### src/verilog/acp_params.svh
// Constants for the converter control-pin logic.
// Assumes inclusion by bare name from the design files.
`ifndef ACP_PARAMS_SVH
`define ACP_PARAMS_SVH

// ----------------------------------------------------------------
// Register map
// ----------------------------------------------------------------
`define ACP_ADDR_W 4
`define ACP_DATA_W 16
`define ACP_FRAME_BITS 20
`define ACP_CFG_ADDR 4'h1
`define ACP_FSA_ADDR 4'h3
`define ACP_CFG_RESET 16'h0000
`define ACP_FSA_RESET 16'h8000
`define ACP_CFG_RESYNC_DIFF_BIT 14
`define ACP_FSA_MSB 15
`define ACP_FSA_LSB 7

// ----------------------------------------------------------------
// Range codes and counts
// ----------------------------------------------------------------
`define ACP_RANGE_W 9
`define ACP_RANGE_CODE_600 9'h000
`define ACP_RANGE_CODE_820 9'h1FF
`define ACP_CAL_MIN_CYCLES 80
`define ACP_SHORT_DELAY_CYCLES 256
`define ACP_LONG_DELAY_CYCLES 4096
`define ACP_TRIM_CYCLES 1024

`endif

### src/verilog/acp_pkg.sv
// Types shared by the converter control-pin logic.
// Assumes nothing of its surroundings.
package acp_pkg;

  // ----------------------------------------------------------------
  // Calibration sequencer states
  // ----------------------------------------------------------------
  typedef enum logic [1:0] {
    ACP_POWER_WAIT,
    ACP_IDLE,
    ACP_TRIM
  } acp_trim_state_t;

endpackage : acp_pkg

### src/verilog/acp_control.sv
// Control-pin logic of the converter: mode, range, calibration, resync.
// Assumes all pins are asynchronous to I_MCLK and far slower than it.
`timescale 1ns/1ps
`include "acp_params.svh"
module acp_control
  import acp_pkg::*;
#(
  parameter int SHORT_DELAY = `ACP_SHORT_DELAY_CYCLES,
  parameter int LONG_DELAY = `ACP_LONG_DELAY_CYCLES,
  parameter int TRIM_CYCLES = `ACP_TRIM_CYCLES,
  parameter int CAL_MIN = `ACP_CAL_MIN_CYCLES
) (
  // Clock and reset
  input wire logic I_MCLK,
  input wire logic I_RST,
  // Sampling clock and calibration request pins
  input wire logic I_SAMPLE_CLOCK,
  input wire logic I_TRIM_REQUEST,
  // Mode, range and dual-purpose pins
  input wire logic I_RANGE_OR_EXTENDED_MODE_PIN_LEVEL,
  input wire logic I_RANGE_OR_EXTENDED_MODE_PIN_FLOAT,
  input wire logic I_TRIM_DELAY_OR_PORT_SELECT,
  // Serial configuration port
  input wire logic I_SERIAL_CLOCK,
  input wire logic I_SERIAL_DATA,
  // Resync inputs
  input wire logic I_OUTPUT_CLOCK_RESYNC,
  input wire logic I_OUTPUT_CLOCK_RESYNC_DIFF,
  // Status and control outputs
  output logic O_TRIM_IN_PROGRESS,
  output logic O_EXTENDED_MODE,
  output logic [`ACP_RANGE_W-1:0] O_INPUT_RANGE_SELECT,
  output logic O_SAMPLE_STROBE,
  output logic O_OUTPUT_DATA_CLOCK
);

  // ----------------------------------------------------------------
  // Helpers
  // ----------------------------------------------------------------
  function automatic logic reg_hit(input logic [`ACP_ADDR_W-1:0] addr,
                                   input logic [`ACP_ADDR_W-1:0] target);
    reg_hit = (addr == target);
  endfunction : reg_hit

  // ----------------------------------------------------------------
  // Pin synchronisers
  // ----------------------------------------------------------------
  logic smp_lvl, req_lvl, rng_lvl, flt_lvl, dual_lvl, sck_lvl, sda_lvl, rs_se_lvl, rs_df_lvl;

  acp_sync u_sync_smp (.i_clk(I_MCLK), .i_rst(I_RST), .i_pin(I_SAMPLE_CLOCK), .o_level(smp_lvl));
  acp_sync u_sync_req (.i_clk(I_MCLK), .i_rst(I_RST), .i_pin(I_TRIM_REQUEST), .o_level(req_lvl));
  acp_sync u_sync_rng (.i_clk(I_MCLK), .i_rst(I_RST),
                       .i_pin(I_RANGE_OR_EXTENDED_MODE_PIN_LEVEL), .o_level(rng_lvl));
  acp_sync u_sync_flt (.i_clk(I_MCLK), .i_rst(I_RST),
                       .i_pin(I_RANGE_OR_EXTENDED_MODE_PIN_FLOAT), .o_level(flt_lvl));
  acp_sync u_sync_dual (.i_clk(I_MCLK), .i_rst(I_RST),
                        .i_pin(I_TRIM_DELAY_OR_PORT_SELECT), .o_level(dual_lvl));
  acp_sync u_sync_sck (.i_clk(I_MCLK), .i_rst(I_RST), .i_pin(I_SERIAL_CLOCK), .o_level(sck_lvl));
  acp_sync u_sync_sda (.i_clk(I_MCLK), .i_rst(I_RST), .i_pin(I_SERIAL_DATA), .o_level(sda_lvl));
  acp_sync u_sync_rse (.i_clk(I_MCLK), .i_rst(I_RST),
                       .i_pin(I_OUTPUT_CLOCK_RESYNC), .o_level(rs_se_lvl));
  acp_sync u_sync_rdf (.i_clk(I_MCLK), .i_rst(I_RST),
                       .i_pin(I_OUTPUT_CLOCK_RESYNC_DIFF), .o_level(rs_df_lvl));

  // ----------------------------------------------------------------
  // Edge detection on filtered levels
  // ----------------------------------------------------------------
  logic smp_prev_reg, sck_prev_reg, smp_rise, smp_edge, sck_rise;

  always_ff @(posedge I_MCLK or posedge I_RST) begin
    if (I_RST) begin
      smp_prev_reg <= 1'b0;
      sck_prev_reg <= 1'b0;
    end else begin
      smp_prev_reg <= smp_lvl;
      sck_prev_reg <= sck_lvl;
    end
  end

  assign smp_rise = smp_lvl && !smp_prev_reg;
  assign smp_edge = smp_lvl != smp_prev_reg;
  assign sck_rise = sck_lvl && !sck_prev_reg;

  // ----------------------------------------------------------------
  // Mode and dual-purpose pin
  // ----------------------------------------------------------------
  logic ext_mode, port_select, delay_select;

  assign ext_mode = flt_lvl;
  assign port_select = ext_mode && !dual_lvl;
  assign delay_select = ext_mode ? 1'b0 : dual_lvl;

  // ----------------------------------------------------------------
  // Configuration registers
  // ----------------------------------------------------------------
  logic wr;
  logic [`ACP_ADDR_W-1:0] wr_addr;
  logic [`ACP_DATA_W-1:0] wr_data, device_configuration_reg, full_scale_adjust_reg;

  acp_serial u_serial (
    .i_clk(I_MCLK),
    .i_rst(I_RST),
    .i_select(port_select),
    .i_sclk_rise(sck_rise),
    .i_sdata(sda_lvl),
    .o_wr(wr),
    .o_addr(wr_addr),
    .o_data(wr_data)
  );

  always_ff @(posedge I_MCLK or posedge I_RST) begin
    if (I_RST) begin
      device_configuration_reg <= `ACP_CFG_RESET;
      full_scale_adjust_reg <= `ACP_FSA_RESET;
    end else if (wr) begin
      if (reg_hit(wr_addr, `ACP_CFG_ADDR)) begin
        device_configuration_reg <= wr_data;
      end
      if (reg_hit(wr_addr, `ACP_FSA_ADDR)) begin
        full_scale_adjust_reg <= wr_data;
      end
    end
  end

  // ----------------------------------------------------------------
  // Full-scale range
  // ----------------------------------------------------------------
  logic [`ACP_RANGE_W-1:0] range_next;

  always_comb begin
    if (ext_mode) begin
      range_next = full_scale_adjust_reg[`ACP_FSA_MSB:`ACP_FSA_LSB];
    end else if (rng_lvl) begin
      range_next = `ACP_RANGE_CODE_820;
    end else begin
      range_next = `ACP_RANGE_CODE_600;
    end
  end

  always_ff @(posedge I_MCLK or posedge I_RST) begin
    if (I_RST) begin
      O_INPUT_RANGE_SELECT <= `ACP_RANGE_CODE_600;
      O_EXTENDED_MODE <= 1'b0;
    end else begin
      O_INPUT_RANGE_SELECT <= range_next;
      O_EXTENDED_MODE <= ext_mode;
    end
  end

  // ----------------------------------------------------------------
  // Dual-edge sampling strobe
  // ----------------------------------------------------------------
  always_ff @(posedge I_MCLK or posedge I_RST) begin
    if (I_RST) begin
      O_SAMPLE_STROBE <= 1'b0;
    end else begin
      O_SAMPLE_STROBE <= smp_edge;
    end
  end

  // ----------------------------------------------------------------
  // Output data clock and resync
  // ----------------------------------------------------------------
  logic resync;

  assign resync = device_configuration_reg[`ACP_CFG_RESYNC_DIFF_BIT] ? rs_df_lvl
                                                                      : rs_se_lvl;

  // The clock restarts on the first sampling rising edge after the pulse.
  always_ff @(posedge I_MCLK or posedge I_RST) begin
    if (I_RST) begin
      O_OUTPUT_DATA_CLOCK <= 1'b0;
    end else if (resync) begin
      O_OUTPUT_DATA_CLOCK <= 1'b0;
    end else if (smp_rise) begin
      O_OUTPUT_DATA_CLOCK <= !O_OUTPUT_DATA_CLOCK;
    end
  end

  // ----------------------------------------------------------------
  // On-command calibration request
  // ----------------------------------------------------------------
  logic [7:0] req_low_reg, req_high_reg;
  logic req_start;

  assign req_start = smp_rise && req_lvl && (req_low_reg == 8'(CAL_MIN))
                     && (req_high_reg == 8'(CAL_MIN - 1));

  always_ff @(posedge I_MCLK or posedge I_RST) begin
    if (I_RST) begin
      req_low_reg <= 8'h00;
      req_high_reg <= 8'h00;
    end else if (smp_rise) begin
      if (!req_lvl) begin
        req_high_reg <= 8'h00;
        if (req_low_reg != 8'(CAL_MIN)) begin
          req_low_reg <= req_low_reg + 8'h01;
        end
      end else if (req_low_reg != 8'(CAL_MIN)) begin
        req_low_reg <= 8'h00;
      end else if (req_start) begin
        req_low_reg <= 8'h00;
        req_high_reg <= 8'h00;
      end else begin
        req_high_reg <= req_high_reg + 8'h01;
      end
    end
  end

  // ----------------------------------------------------------------
  // Calibration sequencer
  // ----------------------------------------------------------------
  acp_trim_state_t state_reg, state_next;
  logic [23:0] count_reg, delay_target;
  logic delay_done, trim_done;

  assign delay_target = delay_select ? 24'(LONG_DELAY - 1) : 24'(SHORT_DELAY - 1);
  assign delay_done = smp_rise && (count_reg >= delay_target);
  assign trim_done = smp_rise && (count_reg == 24'(TRIM_CYCLES - 1));

  always_comb begin
    state_next = state_reg;
    unique case (state_reg)
      ACP_POWER_WAIT: begin
        if (delay_done) begin
          state_next = ACP_TRIM;
        end
      end
      ACP_IDLE: begin
        if (req_start) begin
          state_next = ACP_TRIM;
        end
      end
      ACP_TRIM: begin
        if (trim_done) begin
          state_next = ACP_IDLE;
        end
      end
      default: state_next = ACP_POWER_WAIT;
    endcase
  end

  always_ff @(posedge I_MCLK or posedge I_RST) begin
    if (I_RST) begin
      state_reg <= ACP_POWER_WAIT;
      count_reg <= 24'h000000;
    end else begin
      state_reg <= state_next;
      if (state_next != state_reg) begin
        count_reg <= 24'h000000;
      end else if (smp_rise && state_reg != ACP_IDLE) begin
        count_reg <= count_reg + 24'h000001;
      end
    end
  end

  always_ff @(posedge I_MCLK or posedge I_RST) begin
    if (I_RST) begin
      O_TRIM_IN_PROGRESS <= 1'b0;
    end else begin
      O_TRIM_IN_PROGRESS <= (state_next == ACP_TRIM);
    end
  end
endmodule : acp_control

### src/verilog/acp_serial.sv
// Serial write receiver for the configuration registers.
// Assumes a synchronised serial clock edge pulse and data level.
// Frame: address then data, most significant bit first.
`timescale 1ns/1ps
`include "acp_params.svh"
module acp_serial (
  // Clock and reset
  input wire logic i_clk,
  input wire logic i_rst,
  // Serial port
  input wire logic i_select,
  input wire logic i_sclk_rise,
  input wire logic i_sdata,
  // Register write
  output logic o_wr,
  output logic [`ACP_ADDR_W-1:0] o_addr,
  output logic [`ACP_DATA_W-1:0] o_data
);

  logic [`ACP_FRAME_BITS-1:0] shift_reg;
  logic [4:0] count_reg;
  logic [`ACP_FRAME_BITS-1:0] frame_next;

  assign frame_next = {shift_reg[`ACP_FRAME_BITS-2:0], i_sdata};

  always_ff @(posedge i_clk or posedge i_rst) begin
    if (i_rst) begin
      shift_reg <= '0;
      count_reg <= 5'h00;
    end else if (!i_select) begin
      count_reg <= 5'h00;
    end else if (i_sclk_rise) begin
      shift_reg <= frame_next;
      if (count_reg == 5'(`ACP_FRAME_BITS - 1)) begin
        count_reg <= 5'h00;
      end else begin
        count_reg <= count_reg + 5'h01;
      end
    end
  end

  always_ff @(posedge i_clk or posedge i_rst) begin
    if (i_rst) begin
      o_wr <= 1'b0;
      o_addr <= '0;
      o_data <= '0;
    end else begin
      o_wr <= i_select && i_sclk_rise && (count_reg == 5'(`ACP_FRAME_BITS - 1));
      if (i_select && i_sclk_rise && (count_reg == 5'(`ACP_FRAME_BITS - 1))) begin
        o_addr <= frame_next[`ACP_FRAME_BITS-1:`ACP_DATA_W];
        o_data <= frame_next[`ACP_DATA_W-1:0];
      end
    end
  end

endmodule : acp_serial

### src/verilog/acp_sync.sv
// Three-stage synchroniser for one pin input.
// Assumes the pin is asynchronous to i_clk.
`timescale 1ns/1ps
module acp_sync (
  // Clock and reset
  input wire logic i_clk,
  input wire logic i_rst,
  // Pin
  input wire logic i_pin,
  // Filtered level
  output logic o_level
);

  logic ff1_reg;
  logic ff2_reg;
  logic ff3_reg;

  always_ff @(posedge i_clk or posedge i_rst) begin
    if (i_rst) begin
      ff1_reg <= 1'b0;
      ff2_reg <= 1'b0;
      ff3_reg <= 1'b0;
    end else begin
      ff1_reg <= i_pin;
      ff2_reg <= ff1_reg;
      ff3_reg <= ff2_reg;
    end
  end

  // A change is taken only once the second and third stages agree.
  always_ff @(posedge i_clk or posedge i_rst) begin
    if (i_rst) begin
      o_level <= 1'b0;
    end else if (ff2_reg == ff3_reg) begin
      o_level <= ff3_reg;
    end
  end

endmodule : acp_sync
### config.mk
export PLATFORM = sky130hd
export DESIGN_NAME = acp_control
export DESIGN_NICKNAME = d
export VERILOG_FILES = /design/src/verilog/acp_pkg.sv /design/src/verilog/acp_control.sv /design/src/verilog/acp_serial.sv /design/src/verilog/acp_sync.sv
export VERILOG_INCLUDE_DIRS = /design/src /design/src/verilog
export SDC_FILE = /design/constraint.sdc
export NUM_CORES = 1
export LEC_CHECK = 0
export ABC_AREA = 1
export BUFFER_PORTS_ARGS = -buffer_cell sky130_fd_sc_hd__buf_4
export CELL_PAD_IN_SITES_DETAIL_PLACEMENT = 1
export CELL_PAD_IN_SITES_GLOBAL_PLACEMENT = 2
export CORE_UTILIZATION = 36
export CTS_CLUSTER_SIZE = 16
export DETAILED_ROUTE_END_ITERATION = 16
export PLACE_DENSITY_LB_ADDON = 0.1
export RECOVER_POWER = 50
export SYNTH_ARGS = -nofsm -noshare
export SYNTH_HDL_FRONTEND = slang
export SYNTH_SLANG_ARGS = --single-unit
export TNS_END_PERCENT = 100
### constraint.sdc
create_clock -name I_MCLK -period 4.5 [get_ports I_MCLK]
set_input_delay 0.45 -clock I_MCLK [delete_from_list [all_inputs] [get_ports I_MCLK]]
set_output_delay 0.45 -clock I_MCLK [all_outputs]
set_load 0.01 [all_outputs]
## Word-level counts from Yosys, hierarchy flattened

Cells that the tools add are included.

| word-level totals | value |
|---|---|
| bits of input ports | 11 |
| bits in registers | 169 |

| operators by class | value |
|---|---|
| reduce and logical (&&, ||, !) cells | 25 |
| $lt $le $gt $ge | 1 |
| eq/ne operators | 24 |
| multiplexer cells | 23 |
| $add $sub $neg | 4 |

Operators with widths:

| operator | number |
|---|---|
| 8-bit two-way mux | 7 |
| 24-bit two-way mux | 2 |
| 24-bit by 1-bit adder with 24-bit output (second input constant) | 1 |
| 24-bit by 10-bit == test with 1-bit output (second input constant) | 1 |
| 24-bit by 12-bit >= comparator with 1-bit output | 1 |
| 9-bit two-way mux | 2 |
| 8-bit by 1-bit adder with 8-bit output (second input constant) | 2 |
| 8-bit by 7-bit == test with 1-bit output (second input constant) | 2 |
| 5-bit two-way mux | 3 |
| 12-bit two-way mux | 1 |
| 1-bit logical AND | 11 |
| 1-bit == test | 9 |
| 8-bit by 7-bit != test with 1-bit output (second input constant) | 1 |
| 2-bit AND reduction | 4 |
| 2-bit nonzero test | 4 |
| 2-bit two-way mux | 3 |
| 2-bit case mux with 3 select lines | 1 |
| 5-bit by 1-bit adder with 5-bit output (second input constant) | 1 |
| 5-bit == test (second input constant) | 1 |
| 2-bit == test (second input constant) | 2 |
| 4-bit by 1-bit == test with 1-bit output (second input constant) | 1 |
| 4-bit by 2-bit == test with 1-bit output (second input constant) | 1 |
| 1-bit logical NOT | 4 |
| 1-bit two-way mux | 4 |
| 7 further kinds | 8 |

## Longest topological paths before layout

Gate-level depths: netlist (run 1).

| depth | value |
|---|---|
| word-level depth | 9 |
| mapped depth | 15 |

## By module

Synthesis (run 1) repeated with hierarchy kept, for this count alone.

| second synthesis, totals | value |
|---|---|
| cell total of the unflattened synthesis | 717 |
| area, all modules | 6731.5 um2 |

By module, submodules not included:

| module | times used | area an instance (um2) | cells an instance |
|---|---|---|---|
| acp_control | 1 | 3759.9 | 449 |
| acp_serial | 1 | 1890.6 | 187 |
| acp_sync | 9 | 120.1 | 9 |

## Worst setup path before layout (run 1)

No wires, ideal clock.

| timing | value |
|---|---|
| path kind | reg-to-reg |
| start point | reg u_sync_flt.o_level |
| end point | reg count_reg[9] |
| arrival time | 1.868 ns |
| setup slack | 2.502 ns |
| library setup time | 0.130 ns |
| clock period less this slack | 1.998 ns |
| buffers on the path | 1 |
| cell stages (with the launch flop) | 16 |
| cell sequence | dfrtp_1 > inv_1 > nand2_1 > ha_1 > nand2_1 > inv_1 > nand3_1 > nor2_1 > nand3_1 > nand2_1 > nand2_1 > nand2_4 > nand2_8 > nand2_4 > buf_12 > nor3_4 |

| on the way | value |
|---|---|
| cells in the longest elaborated chain, start to end | 8 |
| elaborated cells on any way between the ends | 9 |

RTL lines:

| item | RTL line | text |
|---|---|---|
| start: declaration | acp_sync.sv:11 | `output logic o_level` |
| start signal: assignment | acp_sync.sv:35 | `o_level <= ff3_reg;` |
| 1-bit two-way mux (*) | acp_control.sv:91 | `assign delay_select = ext_mode ? 1'b0 : dual_lvl;` |
| 12-bit two-way mux (*) | acp_control.sv:217 | `assign delay_target = delay_select ? 24'(LONG_DELAY - 1) : 24'(SHORT_DELAY - 1);` |
| 24-bit by 12-bit >= comparator with 1-bit output (*) | acp_control.sv:218 | `assign delay_done = smp_rise && (count_reg >= delay_target);` |
| 1-bit logical AND (*) | acp_control.sv:218 |  |
| 2-bit two-way mux (*) | acp_control.sv:225 | `if (delay_done) begin` |
| 2-bit case mux with 3 select lines (*) | acp_control.sv:223 | `unique case (state_reg)` |
| named net state_next[1] | acp_control.sv:213 | `acp_trim_state_t state_reg, state_next;` |
| 2-bit != test (*) | acp_control.sv:249 | `if (state_next != state_reg) begin` |
| 24-bit two-way mux or 2-bit nonzero test (tied branches) | n/a |  |
| end signal: assignment | acp_control.sv:252 | `count_reg <= count_reg + 24'h000001;` |
| end: declaration | acp_control.sv:214 | `logic [23:0] count_reg, delay_target;` |

Mark *: on every way through the listed nets, which the timed path passes. The rest lies on a longest branch.
A chain may end at the register's enable or synchronous reset.

## Worst setup path in the final report (run 1)

| timing | value |
|---|---|
| start point | reg u_sync_flt.o_level |
| end point | reg count_reg[11] |

The elaborated chain is that of the path after synthesis.

==> flow_summary.toml, run 1 <==
[cts]
cts.path.max_buffers = 2
cts.htree.levels = 4
worstSkewPairLatency_ns = 0.42
cts_resized = 0
cts_tree = "done"
cts_setup_buffers = 0
cts_made_buffers = 17
cts_root_buffer = "clkbuf_16"
hold_buffers = 0
clk_pin_slew_ns = 0.06
cts_sinks = 141

[routing]
vias = 4162
wl_per_cell_um = 13.9
vias_per_cell = 4.66
post-route-drc-count = 0
antenna_left = 0
drt-pass1-iter-count = 4
routed_wl_um = 12400
drt_iter0_markers = 142

[grt]
first_global_vias = 4586
grt_pass1_wl_um = 22300
grt_usage_pct = 16.2
overflow = 0
antenna_found_initial = 0
grt_max_degree = 118

[worst_setup_path]
critPathMaxStageDelay_ns = 0.45
path_buf_inv = 2
crit_top_cell = "nand2_1"
worstSetupStartpointType = "flop"
criticalPathCategory = "reg -> reg"
cpLargestDelayFamily = "simple AND/OR/NAND/NOR gates"
cp_cell_sequence = "inv_1 > nand2_1 > ha_1 > nand2_1 > inv_1 > nand3_1 > nor2_1 > nand3_1 > nand2_1 > nand2_1 > nand2_4 > nand2_8 > nand2_4 > nor2_1"
cpMaxStageDelayCell = "dfrtp_1"
critPathArrivalTime_ns = 2.79
crit_required_ns = 4.79
cp_max_fo = 20
worstSetupEndpointType = "flop"

[logic_synthesis]
synth_cell_types = 38
syn-cell-area_sq_mm = 0.00607
synth_edf_count = 0
synth_top_area_share_pct = 57.7
synth_area_per_cell_sq_um = 9.66
synth.net_count = 649
async_reset_ff_share_pct = 100
synth_seq_cells = 141
netlist_instances = 628
netlist.top_cell.by_area = "dfrtp_1"
yosys-top-cells-area = "dfrtp_1 58%, nand2_1 7.6%, inv_1 4.7%"
ys_warn_count = 0
ys.flop_type = "dfrtp_1"
ys_seq_area_share_pct = 58.2

[timing]
rsz0062_at_grt = "no"
finalMaxSlewViolations = 118
finalHoldViolations = 0
fin_crit_sh_pct = 55.6
min_period_ns = 2.50
setup_viol = 0
whs_ns = 0.153
finalSetupTns_ns = 0
skew_ns = 0.00956
clock.fmax_mhz = 400
slew_headroom_pct = -62.8
worstMarginPinSlew_ns = 2.44

[floorplan]
die_y_um = 132
row_count = 47
ios = 24
fp.dieArea_sq_mm = 0.0174
coreArea_sq_mm = 0.0165
die_w_um = 132
start_util_pct = 36.7

[pwr]
p_per_area_mw_per_mm2 = 461
p_leak_nw = 3.28
power.switching_mw = 0.817
clockPowerShare_pct = 46.7
p_comb_share_pct = 8.6
p_sw_share_pct = 25.0
vdd_ir_drop_max_mv = 0.267
power.share.sequential_pct = 44.7
internal_power_mw = 2.45

[finish]
final_common_cell = "dfrtp_1"
final_cells = 893
syn_to_final_growth_pct = 17.0
nNetsFinal = 681
mostFrequentLayoutCells = "140 x dfrtp_1, 123 x nand2_1, 75 x inv_1"
diodes = 0
largest_reg_flops = 24
drive_gt1_share_pct = 13.4
register_area_sq_mm = 0.00353
fill_cells = 1866
multi_input_area_sq_mm = 0.00218

[placement]
hpwlAfterDp_um = 8570
io_buffers = 23
dp.cells = 861
gp_congestion = 0.744

[hold_path]
hp-class = "in -> reg"

[run_status]
status = "complete, but fails checks"
violations = "capacitance limit, slew limit"

[flow_run]
maxCapViolCount = 1
==> worst register-to-register path: stages, from the launching register on <==
cell,delay (ns)
dfrtp_1,0.45
inv_1,0.21
nand2_1,0.17
ha_1,0.33
nand2_1,0.05
inv_1,0.07
nand3_1,0.07
nor2_1,0.09
nand3_1,0.07
nand2_1,0.11
nand2_1,0.11
nand2_4,0.12
nand2_8,0.07
nand2_4,0.35
nor2_1,0.09
==> final timing paths <==
| check | start | end | slack [ns] | depth (start not counted) |
|---|---|---|---|---|
| max in group asynchronous | I_RST | count_reg[12]$_DFFE_PP0P_ | 2.39 | 3 |
| worst min-delay path | I_RANGE_OR_EXTENDED_MODE_PIN_FLOAT | u_sync_flt.ff1_reg$_DFF_PP0_ | 0.15 | 1 |
| worst min register to register | u_sync_rdf.ff1_reg$_DFF_PP0_ | u_sync_rdf.ff2_reg$_DFF_PP0_ | 0.35 | 0 |
| worst max register to register | u_sync_flt.o_level$_DFFE_PP0N_ | count_reg[11]$_DFFE_PP0P_ | 2.00 | 14 |
| worst max-delay path | u_sync_flt.o_level$_DFFE_PP0N_ | count_reg[11]$_DFFE_PP0P_ | 2.00 | 14 |
| min in group asynchronous | I_RST | u_sync_smp.o_level$_DFFE_PP0N_ | 0.78 | 2 |
==> cells in the mapped netlist (7+ instances only) <==
master,n
xor2_1,16
nor2_2,9
nor2_1,68
xnor2_1,9
ha_1,10
o21ai_0,49
nand3_1,27
a21oi_1,14
dfrtp_1,140
nor3_1,11
nand4_1,15
nand2_1,123
inv_1,76
nor2_4,7
maj3_1,9
==> final cells by class <==
| cell class | instances | share of cell area [%] |
|---|---|---|
| Clock buffer | 18 | 6.18 |
| Sequential cell | 141 | 49.7 |
| Timing Repair Buffer | 24 | 2.48 |
| Inverter | 78 | 4.18 |
| Multi-Input combinational cell | 398 | 30.7 |
| Tap cell | 220 | 3.88 |
| Clock inverter | 14 | 2.89 |
==> cell families (layout without fill, tap and decap cells) <==
group	count (synthesis)	count (layout)	share of synthesized area, %
simple gates	276	276	21.4
flops	141	141	58.2
buf+inv	89	134	5.94
compound gates	74	74	6.66
xor+xnor	25	25	3.61
fa+ha+maj	19	19	3.55
mux	4	4	0.742
==> power groups by stage <==
stage	clock network (mW)	registers [mW]	logic, mW
floorplan	0	1.47	0.203
global placement	0	1.48	0.275
detailed placement	0	1.49	0.287
CTS	1.58	1.46	0.291
global route	1.63	1.48	0.330
finish	1.53	1.46	0.281
==> per-layer routing <==
layer	wire, um	GRT usage, %	vias up
li1	-	-	2082
met1	5660	20.1	2044
met2	6330	27.3	24
met3	220	3.15	12
met4	213	7.56	0
met5	0	0	-
==> stage by stage <==
stage | utilization [%] | total power [mW] | area [sq um] | setup slack, ns
2_1_floorplan | - | 1.67 | 6070 | 0.270
3_3_place_gp | 39.1 | 1.76 | 6460 | 2.07
3_5_place_dp | 39.1 | 1.77 | 6460 | 1.93
4_1_cts | 43.0 | 3.33 | 7110 | 1.90
5_1_grt | 43.0 | 3.44 | 7100 | 1.72
6_report | 43.0 | 3.27 | 7100 | 2.00
Power figures use the tool's default switching activity.
==> run 2: changes to the inputs <==
- CORE_UTILIZATION: 36 -> 40
- clock period: 4.5 -> 2.5 ns (I/O delays scaled with it)
==> run 2 against run 1 <==
Compared with the run above:
- die area down 9.9%
- the flow now finishes without violations
- non-clock buffer count up 17
- critical path type unchanged
- sequential cell count unchanged
- power up 75%
- final area up 1.1%
- via count up 2.9%
- register-to-register slack worse by 1.7 ns
- clock power up 69%
- hold slack better by 0.20 ns
- final cell count down 2.2%
==> flow_summary.toml, run 2 (synthesis results as in run 1) <==
[timing]
skew_ns = 0.00725
setup_viol = 0
rsz0062_at_grt = "no"
min_period_ns = 2.18
finalMaxSlewViolations = 0
whs_ns = 0.349
worstMarginPinSlew_ns = 1.30
finalSetupTns_ns = 0
fin_crit_sh_pct = 87.2
setup_ws_ns = 0.320
slew_headroom_pct = 13.7
finalHoldViolations = 0
clock.fmax_mhz = 459

[floorplan]
die_w_um = 125
ios = 24
coreArea_sq_mm = 0.0146
row_count = 44
fp.dieArea_sq_mm = 0.0157
start_util_pct = 41.4
die_y_um = 125

[placement]
hpwlAfterDp_um = 8660
place_area_sq_mm = 0.00649
io_buffers = 23
dp.cells = 832
gp_congestion = 0.762
dp_slack_ns = 0.161

[worst_setup_path]
cp_max_fo = 20
criticalPathCategory = "reg -> reg"
r2r_slack_ns = 0.32
worstSetupEndpointType = "flop"
critPathArrivalTime_ns = 2.47
worstSetupStartpointType = "flop"
crit_required_ns = 2.79

[routing]
drt-pass1-iter-count = 6
vias = 4282
post-route-drc-count = 0
wl_per_cell_um = 14.1
drt_iter0_markers = 205
antenna_left = 0
vias_per_cell = 4.90
routed_wl_um = 12300

[cts]
cts_tree = "done"
clk_pin_slew_ns = 0.06
cts.path.max_buffers = 2
cts_root_buffer = "clkbuf_16"
worstSkewPairLatency_ns = 0.42
cts_made_buffers = 17
cts.htree.levels = 4
cts_sinks = 141

[grt]
grt_usage_pct = 17.9
first_global_vias = 4658
grt_max_degree = 91
antenna_found_initial = 0
overflow = 0
grt_pass1_wl_um = 22300

[pwr]
p_leak_nw = 3.33
p_per_area_mw_per_mm2 = 800
report.power.total_mw = 5.74
vdd_ir_drop_max_mv = 0.605

[hold_path]
hp-class = "reg -> reg"

[flow_run]
maxCapViolCount = 0

[finish]
final_util_pct = 49.0
diodes = 0
final_area_sq_mm = 0.00718
mostFrequentLayoutCells = "140 x dfrtp_1, 123 x nand2_1, 75 x inv_1"
final_common_cell = "dfrtp_1"
drive_gt1_share_pct = 13.9
nNetsFinal = 698
final_cells = 873
syn_to_final_growth_pct = 18.2
largest_reg_flops = 24

[run_status]
status = "completed"
## run 2: cell types whose count changed in the layout (fill, tap and decap cells not counted), sizes merged, moves of 2 or more
cell         delta
inv             -4
dlygate4sd3    +10
clkinvlp        +2
buf             +5
clkbuf          +3
## run 2: power breakdown
part	switching (mW)	internal [mW]
logic	0.311	0.220
registers	0.136	2.50
clock network	0.979	1.60
total	1.43	4.31
## run 2: layout make-up
| class | instances | area, sq um |
|---|---|---|
| repair buffers | 41 | 330 |
| well taps | 184 | 230 |
| inverters | 78 | 294 |
| fillers | 1690 | 7470 |
| multi-input cells | 398 | 2190 |
| clock inverters | 12 | 161 |
| flip-flops and latches | 141 | 3530 |
| clock buffers | 19 | 443 |
## run 2: per-layer routing
metal	wire [um]	track usage, %	vias to the layer above
met5	0	0	-
met4	195	7.10	0
met3	210	3.59	16
met2	6330	30.8	27
met1	5590	22.2	2127
li1	-	-	2112
## run 2: worst paths after layout
| check | depth (start not counted) | startpoint | end |
|---|---|---|---|
| min in group asynchronous | 4 | I_RST | u_sync_sck.ff1_reg$_DFF_PP0_ |
| max in group asynchronous | 4 | I_RST | count_reg[22]$_DFFE_PP0P_ |
| hold reg to reg | 0 | u_sync_dual.ff1_reg$_DFF_PP0_ | u_sync_dual.ff2_reg$_DFF_PP0_ |
| setup / recovery | 14 | u_sync_flt.o_level$_DFFE_PP0N_ | count_reg[8]$_DFFE_PP0P_ |
| setup reg to reg | 14 | u_sync_flt.o_level$_DFFE_PP0N_ | count_reg[8]$_DFFE_PP0P_ |
| hold / removal | 0 | u_sync_dual.ff1_reg$_DFF_PP0_ | u_sync_dual.ff2_reg$_DFF_PP0_ |
## run 2: worst max-delay path, stage by stage (launching register included)
cell     delay, ns
dfrtp_1       0.45
inv_1         0.13
nand2_1       0.12
ha_1          0.32
nand2_1       0.05
inv_1         0.06
nand3_1       0.07
nor2_1        0.10
nand3_1       0.07
nand2_1       0.09
nand2_1       0.10
nand2_4       0.12
nand2_8       0.08
nand2_8       0.22
nor2_1        0.08
## run 2: repair_timing
item                                    CTS  global route
endpoints found under the setup margin    0            20
hold buffers                             10             0
buffers inserted                          0             0
endpoints found under the hold margin    60             0
gates resized for setup                   0             1
==> run 3: changes to the inputs <==
- MAX_ROUTING_LAYER: not set -> met4
==> run 3 against run 2 <==
Compared with the run above:
- first-iteration DRC count decreased by 3.9%
- via count about the same
- hold slack about the same
- sequential share of layout area unchanged
==> flow_summary.toml, run 3 (synthesis results as in run 1) <==
[routing]
post-route-drc-count = 0
routed_wl_um = 12300
antenna_left = 0
drt_iter0_markers = 197
vias_per_cell = 4.91
wl_per_cell_um = 14.1
vias = 4283
drt-pass1-iter-count = 7

[worst_setup_path]
cpLargestDelayFamily = "simple AND/OR/NAND/NOR gates"
path_buf_inv = 2
critPathLaunch = "u_sync_flt.o_level$_DFFE_PP0N_"
worstSetupEndpointType = "flop"
rr_startpoint = "u_sync_flt.o_level$_DFFE_PP0N_"
criticalPathCategory = "reg -> reg"
critPathMaxStageDelay_ns = 0.45
r2r_slack_ns = 0.32
crit_top_cell = "nand2_1"
critPathArrivalTime_ns = 2.48
r2r_cells = 14
cpMaxStageDelayCell = "dfrtp_1"
crit_required_ns = 2.80
cp_max_fo = 20
cp_cell_sequence = "inv_1 > nand2_1 > ha_1 > nand2_1 > inv_1 > nand3_1 > nor2_1 > nand3_1 > nand2_1 > nand2_1 > nand2_4 > nand2_8 > nand2_8 > nor2_1"
worstSetupStartpointType = "flop"
r2r_end = "count_reg[8]$_DFFE_PP0P_"

[pwr]
clockPowerShare_pct = 44.9
p_leak_nw = 3.33
p_per_area_mw_per_mm2 = 800
report.power.total_mw = 5.74
p_sw_share_pct = 24.9
p_comb_share_pct = 9.3
power.share.sequential_pct = 45.8
vdd_ir_drop_max_mv = 0.604
power.switching_mw = 1.43
internal_power_mw = 4.31

[timing]
setup_viol = 0
clock.fmax_mhz = 459
finalHoldViolations = 0
worstMarginPinSlew_ns = 1.29
rsz0062_at_grt = "no"
finalSetupTns_ns = 0
min_period_ns = 2.18
finalMaxSlewViolations = 0
fin_crit_sh_pct = 87.2
slew_headroom_pct = 13.9
skew_ns = 0.00627

[hold_path]
min_path_cells = 0
min_from = "u_sync_dual.ff1_reg$_DFF_PP0_"
min_to = "u_sync_dual.ff2_reg$_DFF_PP0_"
hp-class = "reg -> reg"

[grt]
grt_pass1_wl_um = 22300
grt_usage_pct = 18.5
met3_usage_pct = 3.08
first_global_vias = 4681
met2_usage_pct = 30.8
overflow = 0
antenna_found_initial = 0
grtUsageMet1_pct = 22.2
grt_max_degree = 91
busiest_layer = "met2"

[finish]
syn_to_final_growth_pct = 18.2
mostFrequentLayoutCells = "140 x dfrtp_1, 123 x nand2_1, 75 x inv_1"
drive_gt1_share_pct = 13.9
nNetsFinal = 698
diodes = 0
largest_reg_flops = 24
final_common_cell = "dfrtp_1"
fill_cells = 1690

[placement]
hpwlAfterDp_um = 8660
gp_congestion = 0.772
io_buffers = 23

[cts]
cts_root_buffer = "clkbuf_16"
cts_sinks = 141
cts_setup_buffers = 0
cts.htree.levels = 4
worstSkewPairLatency_ns = 0.42
cts_made_buffers = 17
clk_pin_slew_ns = 0.06
cts.path.max_buffers = 2
cts_tree = "done"

[floorplan]
row_count = 44
start_util_pct = 41.4
coreArea_sq_mm = 0.0146
die_w_um = 125
ios = 24
fp.dieArea_sq_mm = 0.0157
die_y_um = 125

[flow_run]
maxCapViolCount = 0

[run_status]
status = "completed"
[run 3: cell counts in the layout (fill, tap and decap cells not counted)]
Identical to the previous run, type by type.
[run 3: power groups by stage]
stage               sequential [mW]  clock, mW  combinational, mW
global placement               2.67          0              0.516
floorplan                      2.65          0              0.365
CTS                            2.64       2.63              0.555
detailed placement             2.67          0              0.539
global route                   2.66       2.72              0.622
finish                         2.63       2.58              0.532
[run 3: routing by layer]
metal	routed length, um	vias up
met5	0	-
met4	218	0
met3	229	20
met2	6300	29
met1	5590	2120
li1	-	2114
[run 3: worst max-delay path by stage]
stage                                           end  slack [ns]  cells past startpoint
final                      count_reg[8]$_DFFE_PP0P_        0.32                     14
after global routing       count_reg[8]$_DFFE_PP0P_        0.02                     14
after CTS                  count_reg[8]$_DFFE_PP0P_        0.13                     14
after detailed placement   count_reg[8]$_DFFE_PP0P_        0.16                     14
after global placement     count_reg[3]$_DFFE_PP0P_        0.24                     14
after floorplan           O_EXTENDED_MODE$_DFF_PP0_        0.49                      1
[run 3: worst register-to-register path, delay by kind of cell (launching register included)]
kind / cells / cell delay, ns
adder cells (fa/ha/maj): 1 / 0.32
flip-flops: 1 / 0.45
buffers and inverters: 2 / 0.19
AND/OR/NAND/NOR: 11 / 1.11
[run 3: timing repair]
action / 4_1_cts / 5_1_grt
hold endpoints to repair: 60 / 0
endpoints found under the setup margin: 0 / 20
resized for setup: 0 / 1
hold buffers: 10 / 0
[run 3: cell type report]
class / count / area (sq um) / area share (%)
flip-flops and latches: 141 / 3530 / 49.2
multi-input cells: 398 / 2190 / 30.5
clock buffers: 19 / 443 / 6.17
repair buffers: 41 / 330 / 4.60
inverters: 78 / 294 / 4.10
well taps: 184 / 230 / 3.21
clock inverters: 12 / 161 / 2.25
[run 3: stage by stage]
step	worst slack (ns)	area (sq um)	hold slack, ns	util, %	cells
2_1_floorplan	0.488	6070	0.281	-	628
3_3_place_gp	0.241	6490	0.334	44.3	832
4_1_cts	0.125	7200	0.350	49.2	873
6_report	0.320	7180	0.349	49.0	873
3_5_place_dp	0.161	6490	0.336	44.3	832
5_1_grt	0.0219	7180	0.359	49.0	873
